$ cat config.mk
export PLATFORM = sky130hd
export DESIGN_NAME = dmbs_bit_retimer
export DESIGN_NICKNAME = d
export VERILOG_FILES = /design/src/hdl/dmbs_pkg.sv /design/src/hdl/dmbs_bit_retimer.sv /design/src/hdl/dmbs_buf2.sv
export SDC_FILE = /design/constraint.sdc
export NUM_CORES = 1
export LEC_CHECK = 0
export BUFFER_PORTS_ARGS = -buffer_cell sky130_fd_sc_hd__buf_2
export CAP_MARGIN = 20
export CORE_MARGIN = 1.5
export CORE_UTILIZATION = 41
export CTS_CLUSTER_SIZE = 24
export DETAILED_ROUTE_END_ITERATION = 10
export HOLD_SLACK_MARGIN = 0.15
export PLACE_DENSITY = 0.68
export SYNTH_ARGS = -nofsm -noshare
export SYNTH_HDL_FRONTEND = slang
export SYNTH_SLANG_ARGS = --single-unit
$ cat constraint.sdc
create_clock -name core_clk -period 2.6 [get_ports core_clk]
set_input_delay 0.78 -clock core_clk [delete_from_list [all_inputs] [get_ports core_clk]]
set_output_delay 0.78 -clock core_clk [all_outputs]
set_load 0.02 [all_outputs]
$ cat src/hdl/dmbs_pkg.sv
package dmbs_pkg;

    // Core clock and sample clock range
    localparam int unsigned CORE_CLK_HZ        = 25_000_000;
    localparam int unsigned SAMPLE_CLK_MIN_HZ  = 1_000;
    localparam int unsigned SAMPLE_CLK_MAX_HZ  = 500_000;
    localparam int unsigned SAMPLE_CLK_NOM_HZ  = 100_000;
    // Core cycles per period of the fastest sample clock
    localparam int unsigned SAMPLE_MAX_CYCLES  = CORE_CLK_HZ / SAMPLE_CLK_MAX_HZ;
    // Core cycles per period of the nominal sample clock
    localparam int unsigned SAMPLE_NOM_CYCLES  = CORE_CLK_HZ / SAMPLE_CLK_NOM_HZ;
    // Least core cycles per sample clock period the edge detector needs
    localparam int unsigned EDGE_MIN_CYCLES    = 2;

    // Divider selector codes
    typedef enum logic [1:0] {
        DMBS_DIV1 = 2'h0,
        DMBS_DIV2 = 2'h1,
        DMBS_DIV4 = 2'h2,
        DMBS_DIVX = 2'h3
    } dmbs_div_t;

    // Terminal counts of the clock divider
    localparam logic [1:0] DIV1_LAST = 2'h0;
    localparam logic [1:0] DIV2_LAST = 2'h1;
    localparam logic [1:0] DIV4_LAST = 2'h3;

    // Run length handling
    localparam logic [1:0] RUN_RESET   = 2'h0;
    localparam logic [1:0] RUN_FIRST   = 2'h1;
    localparam logic [1:0] RUN_OVERLD  = 2'h3;

    // Signed two-level output codes
    localparam logic signed [1:0] BIPOLAR_POS  = 2'sh1;
    localparam logic signed [1:0] BIPOLAR_NEG  = -2'sh1;

    // Buffer word layout
    localparam int unsigned WORD_W       = 4;
    localparam int unsigned WORD_BIT     = 0;
    localparam int unsigned WORD_BIP_LO  = 1;
    localparam int unsigned WORD_BIP_HI  = 2;
    localparam int unsigned WORD_OVL     = 3;

    // Default width of the signed front-end input
    localparam int unsigned FRONT_W = 12;

endpackage : dmbs_pkg

$ cat src/hdl/dmbs_bit_retimer.sv
`timescale 1ns/1ps
`default_nettype none

// Behaviour
// - Each effective sampling instant captures the data bit and holds it until the next one.
// - The effective sampling rate is the sample clock divided by one, two or four per selector.
// - The overload flag rises with the third sample when it and the two before are all equal.
// - Without a run of three equal samples the overload flag stays inactive.
// - Each sampled bit appears at once as a logic-level copy and a signed two-level copy.
// - The front-end decision gives one above zero and zero below zero, with no inversion.
// - Sample clocks from 1 kHz up to 500 kHz are served.
module dmbs_bit_retimer
    import dmbs_pkg::*;
#(
    parameter int unsigned IN_W = FRONT_W
) (
    input  wire logic                   core_clk,        // Core clock, 25 MHz
    input  wire logic                   rst_n,           // Sync reset, active low
    input  wire logic signed [IN_W-1:0] front_in,        // Signed front-end level
    input  wire logic                   sample_clk_in,   // Incoming sample clock level
    input  wire logic [1:0]             div_sel,         // Divider selector
    output logic                        zero_cross_bit,  // Decision output
    output logic                        data_bit,        // Held sampled bit
    output logic signed [1:0]           bipolar_bit,     // Held signed copy
    output logic                        overload,        // Slope overload flag
    output logic                        sample_strobe,   // Pulse per sampling instant
    output logic                        strm_fill_ready, // Buffer accepts new words
    output logic                        strm_valid,      // Stream word available
    input  wire logic                   strm_ready,      // Receiver takes word
    output logic                        strm_bit,        // Stream logic bit
    output logic signed [1:0]           strm_bipolar,    // Stream signed bit
    output logic                        strm_overload    // Stream overload flag
);

    // Refuse a core clock too slow to see every edge of the fastest clock
    if (SAMPLE_MAX_CYCLES < EDGE_MIN_CYCLES)
    begin : g_rate_check
        $error("core clock too slow for the sample clock range");
    end
    if (IN_W < 2)
    begin : g_width_check
        $error("front-end width must be at least two bits");
    end
    // Stream word must hold exactly bit, signed copy and flag
    if (WORD_W != WORD_OVL + 1)
    begin : g_word_check
        $error("stream word layout does not fit its width");
    end

    // Divider terminal count decode, shared by divider and wrap guard
    function automatic logic [1:0] div_last(input logic [1:0] sel);
        logic [1:0] res;
        res = DIV4_LAST;
        if (sel == DMBS_DIV1)
        begin
            res = DIV1_LAST;
        end
        else if (sel == DMBS_DIV2)
        begin
            res = DIV2_LAST;
        end
        return res;
    endfunction : div_last

    logic              decide_ff;
    logic              nxt_decide;
    logic              clk_prev_ff;
    logic              nxt_clk_prev;
    logic [1:0]        div_cnt_ff;
    logic [1:0]        nxt_div_cnt;
    logic              strobe_ff;
    logic              nxt_strobe;
    logic              bit_ff;
    logic              nxt_bit;
    logic signed [1:0] bip_ff;
    logic signed [1:0] nxt_bip;
    logic [1:0]        run_ff;
    logic [1:0]        nxt_run;
    logic              ovl_ff;
    logic              nxt_ovl;
    logic              clk_rise;
    logic              take;
    logic [1:0]        last_cnt;
    logic [WORD_W-1:0] buf_out;

    // Threshold at the front-end width, so the compare stays signed
    localparam logic signed [IN_W-1:0] ZERO_LEVEL = '0;

    // Zero-crossing decision; exactly zero keeps the old decision
    always_comb
    begin
        nxt_decide = decide_ff;
        if (front_in > ZERO_LEVEL)
        begin
            nxt_decide = 1'b1;
        end
        else if (front_in < ZERO_LEVEL)
        begin
            nxt_decide = 1'b0;
        end
    end

    always_ff @(posedge core_clk)
    begin
        if (!rst_n)
        begin
            decide_ff <= 1'b0;
        end
        else
        begin
            decide_ff <= nxt_decide;
        end
    end

    // Rising edges of the sample clock, divided down per selector
    assign clk_rise = sample_clk_in && !clk_prev_ff;
    assign last_cnt = div_last(div_sel);
    // A reselect to a smaller ratio wraps at once rather than run long
    assign take     = clk_rise && (div_cnt_ff >= last_cnt);

    always_comb
    begin
        nxt_clk_prev = sample_clk_in;
        nxt_div_cnt  = div_cnt_ff;
        if (clk_rise)
        begin
            if (div_cnt_ff >= last_cnt)
            begin
                nxt_div_cnt = 2'h0;
            end
            else
            begin
                nxt_div_cnt = div_cnt_ff + 2'h1;
            end
        end
    end

    always_ff @(posedge core_clk)
    begin
        if (!rst_n)
        begin
            clk_prev_ff <= 1'b0;
            div_cnt_ff  <= 2'h0;
        end
        else
        begin
            clk_prev_ff <= nxt_clk_prev;
            div_cnt_ff  <= nxt_div_cnt;
        end
    end

    // Sample capture, run tracking and overload flag
    always_comb
    begin
        nxt_bit    = bit_ff;
        nxt_bip    = bip_ff;
        nxt_run    = run_ff;
        nxt_ovl    = ovl_ff;
        nxt_strobe = take;
        if (take)
        begin
            nxt_bit = decide_ff;
            nxt_bip = decide_ff ? BIPOLAR_POS : BIPOLAR_NEG;
            if (run_ff != RUN_RESET && decide_ff == bit_ff)
            begin
                // Saturate: three is all the flag needs
                nxt_run = (run_ff == RUN_OVERLD) ? RUN_OVERLD : run_ff + 2'h1;
            end
            else
            begin
                nxt_run = RUN_FIRST;
            end
            nxt_ovl = (nxt_run == RUN_OVERLD);
        end
    end

    always_ff @(posedge core_clk)
    begin
        if (!rst_n)
        begin
            bit_ff    <= 1'b0;
            bip_ff    <= BIPOLAR_NEG;
            run_ff    <= RUN_RESET;
            ovl_ff    <= 1'b0;
            strobe_ff <= 1'b0;
        end
        else
        begin
            bit_ff    <= nxt_bit;
            bip_ff    <= nxt_bip;
            run_ff    <= nxt_run;
            ovl_ff    <= nxt_ovl;
            strobe_ff <= nxt_strobe;
        end
    end

    assign zero_cross_bit = decide_ff;
    assign data_bit       = bit_ff;
    assign bipolar_bit    = bip_ff;
    assign overload       = ovl_ff;
    assign sample_strobe  = strobe_ff;

    // Stream copy; a word enters one cycle after capture, when flops are settled
    // A strobe while both entries are full is lost; strm_fill_ready low shows it
    dmbs_buf2 #(
        .W (WORD_W)
    ) u_buf (
        .core_clk  (core_clk),
        .rst_n     (rst_n),
        .in_valid  (strobe_ff),
        .in_ready  (strm_fill_ready),
        .in_data   ({ovl_ff, bip_ff, bit_ff}),
        .out_valid (strm_valid),
        .out_ready (strm_ready),
        .out_data  (buf_out)
    );

    assign strm_bit      = buf_out[WORD_BIT];
    assign strm_bipolar  = buf_out[WORD_BIP_HI:WORD_BIP_LO];
    assign strm_overload = buf_out[WORD_OVL];

endmodule : dmbs_bit_retimer

`default_nettype wire

$ cat src/hdl/dmbs_buf2.sv
`timescale 1ns/1ps
`default_nettype none

// Two-entry buffer; entries are flops so read data comes from a register
module dmbs_buf2 #(
    parameter int unsigned W = 4
) (
    input  wire logic         core_clk,   // Core clock
    input  wire logic         rst_n,      // Sync reset, active low
    input  wire logic         in_valid,   // Word offered
    output logic              in_ready,   // Room for a word
    input  wire logic [W-1:0] in_data,    // Word in
    output logic              out_valid,  // Word available
    input  wire logic         out_ready,  // Receiver takes word
    output logic [W-1:0]      out_data    // Word out
);

    logic [W-1:0] mem_ff [2];
    logic [W-1:0] nxt_mem [2];
    logic         wr_ptr_ff;
    logic         nxt_wr_ptr;
    logic         rd_ptr_ff;
    logic         nxt_rd_ptr;
    logic [1:0]   cnt_ff;
    logic [1:0]   nxt_cnt;
    logic         do_wr;
    logic         do_rd;

    // Honest flags straight from the occupancy count
    assign in_ready  = (cnt_ff != 2'h2);
    assign out_valid = (cnt_ff != 2'h0);
    assign out_data  = mem_ff[rd_ptr_ff];
    assign do_wr     = in_valid && in_ready;
    assign do_rd     = out_valid && out_ready;

    // Pointer and storage update
    always_comb
    begin
        nxt_mem    = mem_ff;
        nxt_wr_ptr = wr_ptr_ff;
        nxt_rd_ptr = rd_ptr_ff;
        nxt_cnt    = cnt_ff;
        if (do_wr)
        begin
            nxt_mem[wr_ptr_ff] = in_data;
            nxt_wr_ptr         = ~wr_ptr_ff;
        end
        if (do_rd)
        begin
            nxt_rd_ptr = ~rd_ptr_ff;
        end
        if (do_wr && !do_rd)
        begin
            nxt_cnt = cnt_ff + 2'h1;
        end
        else if (do_rd && !do_wr)
        begin
            nxt_cnt = cnt_ff - 2'h1;
        end
    end

    always_ff @(posedge core_clk)
    begin
        if (!rst_n)
        begin
            mem_ff[0] <= '0;
            mem_ff[1] <= '0;
            wr_ptr_ff <= 1'b0;
            rd_ptr_ff <= 1'b0;
            cnt_ff    <= 2'h0;
        end
        else
        begin
            mem_ff    <= nxt_mem;
            wr_ptr_ff <= nxt_wr_ptr;
            rd_ptr_ff <= nxt_rd_ptr;
            cnt_ff    <= nxt_cnt;
        end
    end

endmodule : dmbs_buf2

`default_nettype wire

## Yosys cells after proc, flatten, opt, wreduce, memory -nomap -nowiden

Index checks and enable logic that the tools add are counted.

| cells by class | value |
|---|---|
| reductions and logical operators | 16 |
| bitwise gates (word level) | 4 |
| $lt $le $gt $ge | 6 |
| mux-type cells | 17 |
| $add $sub $neg | 4 |
| equal/unequal tests | 5 |

Operator list:

| cell | number |
|---|---|
| 2-bit 2-to-1 mux | 9 |
| 4-bit 2-to-1 mux | 4 |
| 12-bit by 1-bit greater-than comparator with 1-bit output, second input constant | 1 |
| 12-bit by 1-bit less-than comparator with 1-bit output, second input constant | 1 |
| 8-bit bitwise mux | 1 |
| 1-bit logical AND | 8 |
| 2-bit nonzero test | 4 |
| 2-bit by 1-bit adder with 2-bit output, second input constant | 3 |
| 4-bit demux with 1-bit select | 1 |
| 2-bit == test, second input constant | 2 |
| 2-bit >= comparator, second input constant | 2 |
| 1-bit NOT with 2-bit output | 2 |
| 1-bit zero test | 3 |
| 2-bit by 1-bit == test with 1-bit output, second input constant | 1 |
| 2-bit >= comparator | 1 |
| 2-bit zero test | 1 |
| 2-bit by 1-bit less-than comparator with 1-bit output, second input constant | 1 |
| 1-bit 2-to-1 mux | 2 |
| 2-bit != test, second input constant | 1 |
| 1-bit NOT | 2 |
| 2-bit by 1-bit subtractor with 2-bit output, second input constant | 1 |
| 1-bit == test | 1 |

| word-level totals | value |
|---|---|
| logic and storage cells | 65 |
| bits in registers | 23 |
| output and inout port bits | 12 |

## Longest topological paths before layout

| depth | value |
|---|---|
| word-level depth | 7 |
| depth in mapped cells | 7 |

## Hierarchy

A second synthesis with hierarchy kept.

| unflattened totals | value |
|---|---|
| cells, all modules | 105 |
| area, all modules | 1029.7 µm² |

Modules (own cells, without submodules):

| module | cells each | seq. area each (µm²) | instances | area each (µm²) |
|---|---|---|---|---|
| dmbs_buf2 | 56 | 240.2 | 1 | 561.8 |
| dmbs_bit_retimer | 49 | 200.2 | 1 | 467.9 |

## Worst setup path after synthesis

No wires, ideal clock.

| timing path | value |
|---|---|
| path kind | input port to flip-flop |
| start point | input port div_sel[1] |
| end point | register run_ff[0] |
| setup slack | 0.509 ns |
| setup time | 0.079 ns |
| arrival | 2.012 ns |
| buffers on the path | 1 |
| cell stages on the path | 7 |
| required time | 2.521 ns |
| cells stage by stage | or2_2 > ha_1 > nor3b_2 > nor3b_2 > buf_6 > and3_1 > nor3_1 |

| on the way | value |
|---|---|
| word-level cells in the longest chain between the ends | 5 |

Ends and longest elaborated chain:

| what | line | RTL |
|---|---|---|
| start: declaration | dmbs_bit_retimer.sv:21 | `input wire logic [1:0] div_sel,` |
| 2-bit by 1-bit == test with 1-bit output | dmbs_bit_retimer.sv:58 | `else if (sel == DMBS_DIV2)` |
| 2-bit 2-to-1 mux | dmbs_bit_retimer.sv:58 |  |
| 2-bit 2-to-1 mux * | dmbs_bit_retimer.sv:54 | `if (sel == DMBS_DIV1)` |
| 2-bit >= comparator * | dmbs_bit_retimer.sv:119 | `assign take = clk_rise && (div_cnt_ff >= last_cnt);` |
| 1-bit logical AND * | dmbs_bit_retimer.sv:119 |  |
| end signal: assignment | dmbs_bit_retimer.sv:191 | `run_ff <= nxt_run;` |
| end: declaration | dmbs_bit_retimer.sv:77 | `logic [1:0] run_ff;` |

Every way passes the cells marked *; elsewhere a longest branch is shown, timed or not.
A chain may end at the register's enable or synchronous reset.

## Final worst setup path

| timing path | value |
|---|---|
| start point | register u_buf.rd_ptr_ff |
| end point | output port strm_bipolar[1] |

| on the way | value |
|---|---|
| word-level cells in the longest chain between the ends | 4 |

Ends and longest elaborated chain:

| what | line | RTL |
|---|---|---|
| start: declaration | dmbs_buf2.sv:22 | `logic rd_ptr_ff;` |
| start signal: assignment | dmbs_buf2.sv:76 | `rd_ptr_ff <= nxt_rd_ptr;` |
| 1-bit NOT with 2-bit output (implied by the code) | dmbs_buf2.sv:32 | `assign out_data = mem_ff[rd_ptr_ff];` |
| 4-bit 2-to-1 mux (implied by the code) (3 in a row) | dmbs_buf2.sv:32 |  |
| end: declaration | dmbs_bit_retimer.sv:31 | `output logic signed [1:0] strm_bipolar,` |

No other way between the ends. The select of a mux whose other input is x is not followed.

==> results.toml <==
[grt]
use_met1 = 0.1670
use_met3 = 0.02586
grt_max_degree = 20
grt_pass1_vias = 738
grt_busiest_layer = "met2"
track_usage = 0.1383
grtUsageMet2 = 0.2468
antenna_found_initial = 0
grt_pass1_wl_mm = 2.849
gr-total-overflow = 0

[critical_path]
endpoint_kind = "output pin"
worstReg2RegStart = "u_buf.cnt_ff[0]"
r2r-end = "u_buf.cnt_ff[1]"
crit_type = "flop to output pin"
cp-startpoint = "u_buf.rd_ptr_ff"
ff2ff_path_depth = 5
reg2reg_slack_ns = 0.97
required_ns = 1.82
worstPathMaxFanout = 6
arrival_ns = 1.30
critPathLaunchType = "flop"

[synth]
ys.flop_type = "dfxtp_1"
synth.top_cells.by_count = "dfxtp_1, nor2_1, mux2i_1, inv_1, nand2_1"
synth_xor_area_frac = 0.06084
syn_inst = 103
yosys.area.top_type_share = 0.4461
synth-seq-cells = 22
yosys.area.top_type = "dfxtp_1"
synth_area_leaders = "dfxtp_1, mux2i_1, nor2_1, ha_1, xor2_1"
ys_types = 31
ys_warn_count = 0
synthAdderAreaFrac = 0.03802
syn_area_um2 = 987.2
synth.most_common_cell = "dfxtp_1"
seq_area_frac_synth = 0.4461
synth_edf_count = 0
synthSimpleGateAreaFrac = 0.2167
synth_top_family_by_area = "simple AND/OR/NAND/NOR gates"
avgSynthCellArea_um2 = 9.584
async_reset_ff_frac = 0
synth_compound_area_frac = 0.06591
muxShareOfSynthArea = 0.1153
syn_nets = 124

[pwr]
leakagePower_nw = 0.5778
switching_share = 0.2882
cellPowerDensity_nw_per_um2 = 736.5
ir_drop_mv = 0.4133
p_comb_frac = 0.247
p_sw_uw = 253.9
internal_power_uw = 627.0
pwr-share-seq = 0.465
clkPwrFrac = 0.288

[detailed_routing]
vias_per_cell = 4.731
vias = 757
ant_nets = 0
drt-total-wl_mm = 1.649
routedWlPerCell_um = 10.31
dr.pass1.iters = 4
drtIter0Drc = 8
drc = 0

[floorplan]
core_area_um2 = 2233
die_w_um = 52.07
fp.dieH_um = 52.07
io_pins = 30
fp-row-count = 17
start_util = 0.4420
dieArea_um2 = 2711

[cts]
post_cts_resized = 0
cts_hold_buffers = 0
clk_root_buffer_cell = "clkbuf_4"
path_clk_slew_ns = 0.12
cts.sinks = 22
numCtsBuffers = 3
clock_path_buffers = 2
cts_tree = "yes"
insertion_delay_ns = 0.30
cts_setup_buffers = 0
htreeDepth = 1

[timing]
period_share = 0.8007
slew_viol_final = 0
slew_headroom = 0.6660
hold_viol = 0
timing.fmax_ghz = 0.4804
finClkSkew_ns = 0.01045
finalSetupViolCount = 0
period_minus_slack_ns = 2.082
setup_tns_ns = 0
tightest_slew_ns = 0.4979
rsz0062_at_grt = "false"

[layout]
n_antenna_cell = 0
syn_to_final_growth_pct = 21.17
layout.nets = 154
finish.utilization = 0.5356
drive_above_1_share = 0.3409

[place]
io_buffer_count = 28
gp_congestion = 0.6829
place_hpwl_mm = 1.311

[min_path]
hold_depth = 2
hold_start = "u_buf.mem_ff[1]"
hp-class = "flop to flop"
whs_endpoint = "u_buf.mem_ff[1]"

[outcome]
status = "finished, final reports clean"

[flow_run]
cap_violations = 0
-- through the flow --
step / std cells / total power [mW] / hold slack (ns) / instance area [um^2] / setup slack, ns
6_report: 160 / 0.8809 / 0.4583 / 1196 / 0.5183
5_1_grt: 160 / 0.9303 / 0.5066 / 1196 / 0.4665
4_1_cts: 160 / 0.8919 / 0.4631 / 1196 / 0.5050
3_5_place_dp: 156 / 0.6390 / 0.4444 / 1144 / 0.2811
3_3_place_gp: 156 / 0.6285 / 0.4329 / 1144 / 0.3498
2_1_floorplan: 103 / 0.5802 / 0.4258 / 987.2 / 0.5088
-- worst max path at each step --
stage / slack [ns] / depth (start not counted) / endpoint
after floorplan: 0.51 / 7 / run_ff[0]
after global placement: 0.35 / 8 / run_ff[0]
after detailed placement: 0.28 / 8 / run_ff[0]
after CTS: 0.51 / 2 / strm_bipolar[1]
after global routing: 0.47 / 2 / strm_bit
final: 0.52 / 2 / strm_bipolar[1]
-- registers in the layout, indices dropped and copies added, names as in the netlist --
register	flops
u_buf.cnt_ff	2
u_buf.rd_ptr_ff	1
run_ff	2
overload	1
clk_prev_ff	1
data_bit	1
sample_strobe	1
bipolar_bit	1
u_buf.mem_ff	8
u_buf.wr_ptr_ff	1
div_cnt_ff	2
zero_cross_bit	1
-- power groups by stage --
stage	Clock, mW	Sequential, mW	Combinational, mW
finish	0.254	0.410	0.218
global route	0.272	0.418	0.240
CTS	0.260	0.411	0.221
detailed placement	0	0.418	0.221
global placement	0	0.416	0.212
floorplan	0	0.403	0.177
-- layer usage --
metal,up-vias,wire [um]
li1,396,-
met1,336,788
met2,23,763
met3,2,87
met4,0,10
met5,-,0
-- worst max-delay path, stage by stage, from the launching register on --
cell and delay [ns]:
dfxtp_1 0.48, mux2_2 0.37, buf_2 0.16
-- placed cells by master, fill, tap and decap left out --
master | synthesis | routed
nor4_1 | 3 | 3
xor2_1 | 4 | 4
nor3b_2 | 2 | 2
clkbuf_4 | 0 | 3
ha_1 | 3 | 3
nand3b_2 | 1 | 1
buf_2 | 0 | 28
nor3_1 | 3 | 3
o21ai_0 | 3 | 3
mux2_2 | 3 | 3
and3_1 | 1 | 1
a211oi_2 | 1 | 1
or3_1 | 1 | 1
bufinv_16 | 0 | 1
nand3_1 | 1 | 1
clkinv_1 | 1 | 1
nor2_1 | 15 | 15
buf_4 | 1 | 1
a21oi_1 | 4 | 4
mux2i_1 | 8 | 8
nor2b_4 | 1 | 1
a311oi_1 | 1 | 1
conb_1 | 1 | 1
a21oi_2 | 1 | 1
nand2b_1 | 1 | 1
and2_1 | 3 | 3
dfxtp_1 | 22 | 22
xor2_2 | 1 | 1
xnor2_1 | 1 | 1
or2_2 | 2 | 2
nand2_1 | 5 | 5
inv_1 | 6 | 6
-- kinds of logic (layout without fill, tap and decap cells) --
kind of cell    count (synthesis)  after routing
simple gates                   39             39
flops                          22             22
mux                            11             11
buf+inv                        11             40
compound gates                 10             10
xor+xnor                        6              6
fa+ha+maj                       3              3
other cells                     1              1
-- layout make-up --
type,instances,area [um^2]
fill,241,1037
multi-input combinational,70,494.2
sequential,22,440.4
timing repair buffer,29,147.6
tap,28,35.03
clock inverter,1,30.03
inverter,7,26.28
clock buffer,3,22.52
No activity file was read; power rests on OpenSTA's default activity.
